===== src/rtl/time_stamp_pkg.sv =====
// Constants shared by the event time stamp counter and its divider
package time_stamp_pkg;
  localparam int MASTER_CLOCK_HZ = 4194304;
  localparam int TICK_HZ = 8192;
  localparam int TICK_DIVIDE = MASTER_CLOCK_HZ / TICK_HZ;
  localparam int TIME_WIDTH = 16;
  localparam logic [TIME_WIDTH-1:0] TIME_RESET_VALUE = 16'h0000;
  localparam logic [TIME_WIDTH-1:0] TIME_STEP = 16'h0001;
endpackage : time_stamp_pkg


===== src/rtl/edge_rise_detect.sv =====
// Synchroniser with rising edge detection for one pin input
`timescale 1ns/100ps
module edge_rise_detect (
  input wire logic clk,
  input wire logic reset,
  input wire logic pin_in,
  output logic level_out,
  output logic rise_out
);
  logic sync1_reg;
  logic sync2_reg;
  logic prev_reg;

  ////////////////////////////////////////////////////////////////////////////
  // Two flops before any logic; the first is read by the second only
  always_ff @(posedge clk or posedge reset) begin
    if (reset) begin
      sync1_reg <= 1'b0;
      sync2_reg <= 1'b0;
      prev_reg <= 1'b0;
    end else begin
      sync1_reg <= pin_in;
      sync2_reg <= sync1_reg;
      prev_reg <= sync2_reg;
    end
  end

  assign level_out = sync2_reg;
  assign rise_out = sync2_reg & ~prev_reg;
endmodule : edge_rise_detect


===== src/rtl/event_time_stamp_counter.sv =====
// Event time stamp counter: fine time and reset count words
`timescale 1ns/100ps
module event_time_stamp_counter
  import time_stamp_pkg::*;
#(
  parameter int WIDTH = TIME_WIDTH,
  parameter int DIVIDE = TICK_DIVIDE
) (
  input wire logic CLK,
  input wire logic RESET,
  input wire logic MASTER_CLOCK,
  input wire logic ONE_HZ_PULSE,
  input wire logic EIGHTH_HZ_GATE,
  input wire logic EVENT_STROBE,
  output logic [WIDTH-1:0] FINE_TIME,
  output logic [WIDTH-1:0] RESET_COUNT,
  output logic TICK,
  output logic STAMP_VALID,
  output logic [WIDTH-1:0] STAMP_FINE,
  output logic [WIDTH-1:0] STAMP_RESETS
);
  localparam int DIV_W = (DIVIDE > 1) ? $clog2(DIVIDE) : 1;
  localparam logic [DIV_W-1:0] DIV_LAST = DIV_W'(DIVIDE - 1);
  localparam logic [DIV_W-1:0] DIV_ZERO = '0;
  localparam logic [DIV_W-1:0] DIV_ONE = DIV_W'(1);
  localparam logic [WIDTH-1:0] ZERO_W = WIDTH'(TIME_RESET_VALUE);
  localparam logic [WIDTH-1:0] STEP_W = WIDTH'(TIME_STEP);

  // Synchronised pin events
  logic master_rise;
  logic pulse_rise;
  logic gate_level;
  logic gated_reset;
  logic tick_due;

  // Tick divider
  logic [DIV_W-1:0] div_reg;
  logic [DIV_W-1:0] div_next;
  logic tick_reg;
  logic tick_next;

  // Time words
  logic [WIDTH-1:0] fine_reg;
  logic [WIDTH-1:0] fine_next;
  logic [WIDTH-1:0] resets_reg;
  logic [WIDTH-1:0] resets_next;

  // Event stamp
  logic stamp_valid_reg;
  logic stamp_valid_next;
  logic [WIDTH-1:0] stamp_fine_reg;
  logic [WIDTH-1:0] stamp_fine_next;
  logic [WIDTH-1:0] stamp_resets_reg;
  logic [WIDTH-1:0] stamp_resets_next;

  ////////////////////////////////////////////////////////////////////////////
  // Pin inputs; master clock is sampled, so CLK must exceed twice its rate
  edge_rise_detect master_sync (
    .clk(CLK),
    .reset(RESET),
    .pin_in(MASTER_CLOCK),
    .level_out(),
    .rise_out(master_rise)
  );

  edge_rise_detect pulse_sync (
    .clk(CLK),
    .reset(RESET),
    .pin_in(ONE_HZ_PULSE),
    .level_out(),
    .rise_out(pulse_rise)
  );

  edge_rise_detect gate_sync (
    .clk(CLK),
    .reset(RESET),
    .pin_in(EIGHTH_HZ_GATE),
    .level_out(gate_level),
    .rise_out()
  );

  // Reset gating: only a 1 Hz edge that meets the gate high resets the
  // time base; the gate is a level, so its own edges never count
  // A pulse edge with the gate low is ignored and leaves both words alone
  assign gated_reset = pulse_rise & gate_level;

  ////////////////////////////////////////////////////////////////////////////
  // Divider next state; a gated reset restarts it so every 8 s period
  // begins on a whole tick, and master edges in that cycle are dropped
  assign tick_due = master_rise & (div_reg == DIV_LAST);

  always_comb begin
    div_next = div_reg;
    if (gated_reset) begin
      div_next = DIV_ZERO;
    end else if (tick_due) begin
      div_next = DIV_ZERO;
    end else if (master_rise) begin
      div_next = div_reg + DIV_ONE;
    end
  end

  // Divider register
  always_ff @(posedge CLK or posedge RESET) begin
    if (RESET) begin
      div_reg <= DIV_ZERO;
    end else begin
      div_reg <= div_next;
    end
  end

  ////////////////////////////////////////////////////////////////////////////
  // Tick strobe, one cycle wide; a coincident gated reset swallows it so
  // the first tick of a period always comes a full division later
  assign tick_next = tick_due & ~gated_reset;

  // Tick register; it also leaves the block so users can pace on it
  always_ff @(posedge CLK or posedge RESET) begin
    if (RESET) begin
      tick_reg <= 1'b0;
    end else begin
      tick_reg <= tick_next;
    end
  end

  ////////////////////////////////////////////////////////////////////////////
  // Fine time next value; the reset wins over a coincident tick, which
  // would otherwise leave the new period starting at one
  always_comb begin
    fine_next = fine_reg;
    if (gated_reset) begin
      fine_next = ZERO_W;
    end else if (tick_reg) begin
      fine_next = fine_reg + STEP_W;
    end
  end

  // Fine time register
  always_ff @(posedge CLK or posedge RESET) begin
    if (RESET) begin
      fine_reg <= ZERO_W;
    end else begin
      fine_reg <= fine_next;
    end
  end

  ////////////////////////////////////////////////////////////////////////////
  // Reset count next value; it wraps modulo 2**WIDTH, so whoever reads it
  // must unwrap it against its own slower time base
  always_comb begin
    resets_next = resets_reg;
    if (gated_reset) begin
      resets_next = resets_reg + STEP_W;
    end
  end

  // Reset count register; moves in the same edge as the fine time clear
  always_ff @(posedge CLK or posedge RESET) begin
    if (RESET) begin
      resets_reg <= ZERO_W;
    end else begin
      resets_reg <= resets_next;
    end
  end

  ////////////////////////////////////////////////////////////////////////////
  // Stamp strobe follows the event by exactly one cycle
  // Back-to-back strobes are fine; each one gives its own valid cycle
  assign stamp_valid_next = EVENT_STROBE;

  // Stamp valid register
  always_ff @(posedge CLK or posedge RESET) begin
    if (RESET) begin
      stamp_valid_reg <= 1'b0;
    end else begin
      stamp_valid_reg <= stamp_valid_next;
    end
  end

  ////////////////////////////////////////////////////////////////////////////
  // Stamp words next value; both come from registers on one edge, so a
  // stamp never pairs a fine time of one period with the count of the next
  // Without a strobe the last stamp stands for as long as needed
  always_comb begin
    stamp_fine_next = stamp_fine_reg;
    stamp_resets_next = stamp_resets_reg;
    if (EVENT_STROBE) begin
      stamp_fine_next = fine_reg;
      stamp_resets_next = resets_reg;
    end
  end

  // Stamp fine time register
  always_ff @(posedge CLK or posedge RESET) begin
    if (RESET) begin
      stamp_fine_reg <= ZERO_W;
    end else begin
      stamp_fine_reg <= stamp_fine_next;
    end
  end

  // Stamp reset count register
  always_ff @(posedge CLK or posedge RESET) begin
    if (RESET) begin
      stamp_resets_reg <= ZERO_W;
    end else begin
      stamp_resets_reg <= stamp_resets_next;
    end
  end

  ////////////////////////////////////////////////////////////////////////////
  // Outputs straight from registers; the partner latches its onboard time
  // on the same gated pulse, so stamps and its readings can be correlated
  // Nothing here is combinational, so downstream timing sees clean flops
  assign FINE_TIME = fine_reg;
  assign RESET_COUNT = resets_reg;
  assign TICK = tick_reg;
  assign STAMP_VALID = stamp_valid_reg;
  assign STAMP_FINE = stamp_fine_reg;
  assign STAMP_RESETS = stamp_resets_reg;
endmodule : event_time_stamp_counter


===== config.mk =====
export PLATFORM = sky130hd
export DESIGN_NAME = event_time_stamp_counter
export DESIGN_NICKNAME = d
export VERILOG_FILES = /design/src/rtl/time_stamp_pkg.sv /design/src/rtl/edge_rise_detect.sv /design/src/rtl/event_time_stamp_counter.sv
export SDC_FILE = /design/constraint.sdc
export NUM_CORES = 1
export LEC_CHECK = 0
export ABC_AREA = 1
export BUFFER_PORTS_ARGS = -buffer_cell sky130_fd_sc_hd__buf_4
export CAP_MARGIN = 20
export CORE_ASPECT_RATIO = 0.5
export CORE_MARGIN = 2
export CORE_UTILIZATION = 40
export DETAILED_ROUTE_END_ITERATION = 6
export PLACE_DENSITY = 0.68
export SLEW_MARGIN = 20
export SYNTH_ARGS = -nofsm -noshare
export SYNTH_HDL_FRONTEND = slang
export SYNTH_SLANG_ARGS = --single-unit

===== constraint.sdc =====
create_clock -name CLK -period 5.5 [get_ports CLK]
set_input_delay 1.1 -clock CLK [delete_from_list [all_inputs] [get_ports CLK]]
set_output_delay 1.1 -clock CLK [all_outputs]
set_load 0.05 [all_outputs]

==> flow_summary_export.csv, run 1 <==
group,metric,value,unit
worst_setup_path,cp-startpoint,"TICK$_DFF_PP0_",
die,core_area,8800,µm²
cts,cts_resized,0,
synth,yosysWarnings,0,
power,powerDensity,349,nW/µm²
cells_and_area,nets,493,
timing,final_hold_viol_count,0,
cts,cts.path.max_buffers,2,
worst_setup_path,crit_buf_inv,1,
global_routing,globalRouteMet3Util,0.0481,
cts,htreeDepth,3,
global_routing,grt_max_degree,61,
synth,synth_top_area_cell,"dfrtp_1",
global_routing,antenna_found_initial,0,
die,die_area,10000,µm²
worst_setup_path,r2r_slack,3.59,ns
timing,clock_skew,0.00363,ns
routing,via_count,2787,
global_routing,globalRouteTotalUtil,0.163,
worst_setup_path,cp-end-kind,"output pin",
timing,finalSetupViolCount,0,
die,initial_utilization,0.417,
placement,dp_slack,3.23,ns
cts,cts.clk_slew.worst_paths,0.06,ns
worst_setup_path,critPathMaxFanout,9,
worst_setup_path,r2r_start,"pulse_sync.prev_reg$_DFF_PP0_",
routing,totalWireLength,7.65,mm
synth,syn_avg_cell_area,8.96,µm²
placement,hpwl,5.34,mm
worst_setup_path,rr_worst_depth,7,
min_path,hold_class,"flip-flop to flip-flop",
routing,routedWlPerCell,12.6,µm
cts,post-cts-setup-buffer-count,0,
min_path,min_to,"pulse_sync.level_out$_DFF_PP0_",
cells_and_area,layout_commonest_cell,"nand2_1",
synth,synthTopCellsByArea,"dfrtp_1, nand2_1, nor2_1",
cts,cts_tree,"built",
routing,ant_nets,0,
cts,cts_inserted_buffers,9,
placement,placed_cell_area,4300,µm²
routing,remaining_drc_errors,0,
routing,firstDrtPassIters,4,
placement,io_buffers,71,
routing,drt-vias-per-instance,4.61,
global_routing,grt_pass1_vias,2696,
timing,tightest_slew,0.744,ns
timing,setup_tns,0,ns
cts,ctsHoldBuffers,0,
global_routing,top_usage_layer,"met2",
outcome,status,"completed",
synth,netlist_area,3670,µm²
job,drv_cap,0,
timing,period_share,0.412,
min_path,hold_depth,0,
cells_and_area,syn_to_final_growth,24.7,%
worst_setup_path,path_cells,"buf_4",
timing,finalCriticalPeriod,2.26,ns
die,io-pin-count,72,
placement,gp_congestion,0.827,
worst_setup_path,cp_slowest_cell,"dfrtp_1",
worst_setup_path,cp.required,4.40,ns
timing,drv_slew,0,
power,leakage,2.32,nW
worst_setup_path,critPathTopFamily,"flip-flops",
global_routing,grt_util_met1,0.220,
worst_setup_path,worst_setup_path_start_kind,"flip-flop",
global_routing,grt_util_met2,0.256,
die,die_x,140,µm
power,peakVddDrop,0.000159,V
cts,cts_root_buf,"clkbuf_16",
worst_setup_path,critical-path-max-stage-delay,0.56,ns
cts,clock_sinks,83,
timing,rsz0062_at_grt,"false",
cells_and_area,final_cell_mix,"nand2_1, dfrtp_1, buf_4",
worst_setup_path,timing.rr.end,"div_reg[7]$_DFFE_PP0P_",
synth,synth_seq_cells,83,
routing,drtIter0Drc,146,
cells_and_area,n_antenna_cell,0,
synth,yosysSeqAreaShare,0.566,
timing,maxSlewHeadroom,0.504,
timing,fin_hold_ws,0.353,ns
timing,max_freq,0.442,GHz
synth,synth_top_area_frac,0.566,
cts,insertion_delay,0.33,ns
cells_and_area,stdcell_area,4580,µm²
die,rows,24,
synth,synth_nets,420,
worst_setup_path,crit_arrival,1.16,ns
synth,synth_cells,410,
timing,setup_ws,3.24,ns
global_routing,grt.overflow.total,0,
worst_setup_path,path_class,"flip-flop to output pin",
global_routing,grt_pass1_wl,12.9,mm
cells_and_area,drive_above_1_share,0.225,
die,die_h,71.8,µm
min_path,min_from,"pulse_sync.sync1_reg$_DFF_PP0_",
synth,yosysUniqueCellTypes,29,
==> through the flow <==
step	util	std cells	power [W]
6_report	0.520	605	0.00160
5_1_grt	0.520	605	0.00167
4_1_cts	0.520	605	0.00162
3_5_place_dp	0.489	589	0.00106
3_3_place_gp	0.489	589	0.00105
2_1_floorplan	-	410	0.000955
==> synth_stat cells <==
| library cell | instances |
|---|---|
| o21ai_1 | 1 |
| ha_1 | 4 |
| xor2_1 | 9 |
| nand2_1 | 90 |
| dfrtp_1 | 83 |
| nor2_1 | 65 |
| nand4_2 | 1 |
| xnor2_1 | 1 |
| inv_2 | 1 |
| nand2_2 | 1 |
| nor2_2 | 2 |
| nand3_1 | 16 |
| nor2_4 | 5 |
| a21oi_1 | 38 |
| buf_2 | 3 |
| nor3_1 | 4 |
| mux2i_1 | 1 |
| inv_1 | 48 |
| clkbuf_1 | 3 |
| buf_4 | 4 |
| nand3_2 | 5 |
| a31oi_1 | 1 |
| nand4_1 | 4 |
| nand2_4 | 1 |
| o21ai_0 | 9 |
| o21bai_1 | 1 |
| o211a_1 | 1 |
| nor3_2 | 2 |
| mux2_2 | 6 |
==> worst max-delay path by stage <==
| stage | endpoint | slack (ns) | cells after the start |
|---|---|---|---|
| 3_3_place_gp | STAMP_FINE[4]$_DFFE_PP0P_ | 3.25 | 3 |
| 5_1_grt | TICK | 3.19 | 1 |
| 3_5_place_dp | STAMP_FINE[4]$_DFFE_PP0P_ | 3.23 | 3 |
| 2_1_floorplan | FINE_TIME[0]$_DFFE_PP0P_ | 2.26 | 1 |
| 6_report | TICK | 3.24 | 1 |
| 4_1_cts | TICK | 3.23 | 1 |
==> report_power, final <==
part / switching (W) / internal [W] / leakage (nW)
Clock: 0.000224 / 0.000329 / 0.137
Combinational: 0.000233 / 0.0000947 / 1.10
Sequential: 0.0000537 / 0.000665 / 1.08
Total: 0.000511 / 0.00109 / 2.32
==> metal layers <==
metal	wire, µm	vias to the layer above
met5	0	-
met4	57	0
met3	274	6
met2	3560	39
met1	3760	1299
li1	-	1443
==> cell type report <==
type | count | area (µm²)
clock buffer | 14 | 264
inverter | 49 | 185
tap | 117 | 146
multi-input combinational | 268 | 1360
timing repair buffer | 72 | 541
fill | 832 | 4220
clock inverter | 2 | 10.0
sequential | 83 | 2080
==> kinds of logic after synthesis <==
logic type | count (synthesis) | share of synthesized area
fa+ha+maj | 4 | 0.0136
xor+xnor | 10 | 0.0239
compound gates | 51 | 0.0719
buf+inv | 59 | 0.0654
simple gates | 196 | 0.238
flops | 83 | 0.566
mux | 7 | 0.0211
No activity file was read; power rests on OpenSTA's default activity.
==> run 2: changes to the inputs <==
clock period = 2.3 ns   (was 5.5 ns; I/O delays follow)
==> flow_summary_export.csv, run 2 (synthesis results as in run 1) <==
group,metric,value,unit
placement,gp_congestion,0.852,
worst_setup_path,worst_setup_path_start_kind,"flip-flop",
job,drv_cap,0,
timing,rsz0062_at_grt,"false",
timing,final_hold_viol_count,0,
global_routing,globalRouteTotalUtil,0.171,
outcome,status,"completed",
routing,routedWlPerCell,13.1,µm
power,powerDensity,825,nW/µm²
die,io-pin-count,72,
routing,firstDrtPassIters,4,
cells_and_area,drive_above_1_share,0.233,
cells_and_area,n_antenna_cell,0,
global_routing,grt_pass1_wl,13.4,mm
worst_setup_path,crit_arrival,1.17,ns
worst_setup_path,critPathTopFamily,"flip-flops",
die,die_x,140,µm
power,peakVddDrop,0.000452,V
global_routing,grt_pass1_vias,2760,
timing,clock_skew,0.00856,ns
global_routing,grt_max_degree,63,
worst_setup_path,critPathMaxFanout,9,
worst_setup_path,path_class,"flip-flop to output pin",
cts,cts_resized,0,
global_routing,grt.overflow.total,0,
worst_setup_path,path_cells,"buf_4",
die,rows,24,
cells_and_area,nets,496,
routing,remaining_drc_errors,0,
cts,insertion_delay,0.34,ns
global_routing,antenna_found_initial,0,
die,initial_utilization,0.417,
cells_and_area,num-fill-cells,838,
worst_setup_path,critical-path-max-stage-delay,0.55,ns
timing,finalCriticalPeriod,1.63,ns
min_path,hold_class,"input port to asynchronous set/reset pin",
die,die_h,71.8,µm
timing,finalSetupViolCount,0,
cts,post-cts-setup-buffer-count,0,
cts,cts_root_buf,"clkbuf_16",
worst_setup_path,cp-end-kind,"output pin",
routing,via_count,2835,
timing,fin_hold_ws,0.221,ns
placement,io_buffers,71,
cts,ctsHoldBuffers,0,
cells_and_area,layout_commonest_cell,"nand2_1",
cts,cts_tree,"built",
timing,drv_slew,0,
worst_setup_path,cp.required,1.84,ns
timing,setup_tns,0,ns
cts,clock_sinks,83,
die,core_area,8800,µm²
timing,tightest_slew,0.517,ns
cts,cts_inserted_buffers,9,
cells_and_area,final_cell_mix,"nand2_1, dfrtp_1, buf_4",
worst_setup_path,crit_buf_inv,1,
routing,ant_nets,0,
timing,max_freq,0.615,GHz
cts,htreeDepth,3,
cells_and_area,syn_to_final_growth,25.2,%
timing,maxSlewHeadroom,0.655,
power,leakage,2.32,nW
die,die_area,10000,µm²
routing,totalWireLength,7.94,mm
placement,hpwl,5.72,mm
cts,cts.path.max_buffers,2,
routing,drt-vias-per-instance,4.68,
routing,drtIter0Drc,152,
worst_setup_path,cp_slowest_cell,"dfrtp_1",
timing,period_share,0.707,
cts,cts.clk_slew.worst_paths,0.06,ns
[run 2: final timing paths]
kind                                                  from                               to  slack (ns)  depth (start not counted)
max in group asynchronous                            RESET       RESET_COUNT[1]$_DFFE_PP0N_        1.79                          3
min in group CLK                              ONE_HZ_PULSE   pulse_sync.sync1_reg$_DFF_PP0_        0.22                          1
hold / removal                                       RESET      STAMP_RESETS[9]$_DFFE_PP0P_        0.22                          3
hold reg to reg            master_sync.sync1_reg$_DFF_PP0_  master_sync.level_out$_DFF_PP0_        0.35                          0
setup / recovery                            TICK$_DFF_PP0_                             TICK        0.67                          1
setup reg to reg                    div_reg[0]$_DFFE_PP0P_           div_reg[7]$_DFFE_PP0P_        0.73                         11
[run 2: area by class of cell]
| cell class | count | area [µm²] | area share |
|---|---|---|---|
| Tap cell | 117 | 146 | 0.0318 |
| Sequential cell | 83 | 2080 | 0.452 |
| Timing Repair Buffer | 75 | 576 | 0.125 |
| Clock buffer | 9 | 225 | 0.0490 |
| Multi-Input combinational cell | 268 | 1360 | 0.295 |
| Inverter | 49 | 188 | 0.0408 |
| Clock inverter | 5 | 32.5 | 0.00707 |
[run 2: power breakdown]
| group | internal, W | total [W] | switching, W |
|---|---|---|---|
| Sequential | 0.00159 | 0.00171 | 0.000124 |
| Clock | 0.000714 | 0.00128 | 0.000564 |
| Combinational | 0.000233 | 0.000805 | 0.000572 |
| Total | 0.00254 | 0.00380 | 0.00126 |
[run 2: per-layer routing]
| layer | GRT usage | vias up | share of wire |
|---|---|---|---|
| met1 | 0.232 | 1324 | 0.49 |
| met3 | 0.0481 | 11 | 0.044 |
| met5 | 0 | - | 0 |
| li1 | - | 1445 | - |
| met4 | 0.0696 | 0 | 0.017 |
| met2 | 0.263 | 55 | 0.45 |
[run 2: per-stage QoR]
step / cells / utilization / total power (W) / setup slack (ns) / cell area (µm²)
2_1_floorplan: 410 / - / 0.00228 / 0.702 / 3680
3_5_place_dp: 592 / 0.493 / 0.00255 / 0.743 / 4340
3_3_place_gp: 592 / 0.493 / 0.00254 / 0.812 / 4340
4_1_cts: 606 / 0.523 / 0.00385 / 0.664 / 4600
6_report: 606 / 0.523 / 0.00380 / 0.675 / 4600
5_1_grt: 606 / 0.523 / 0.00398 / 0.521 / 4600
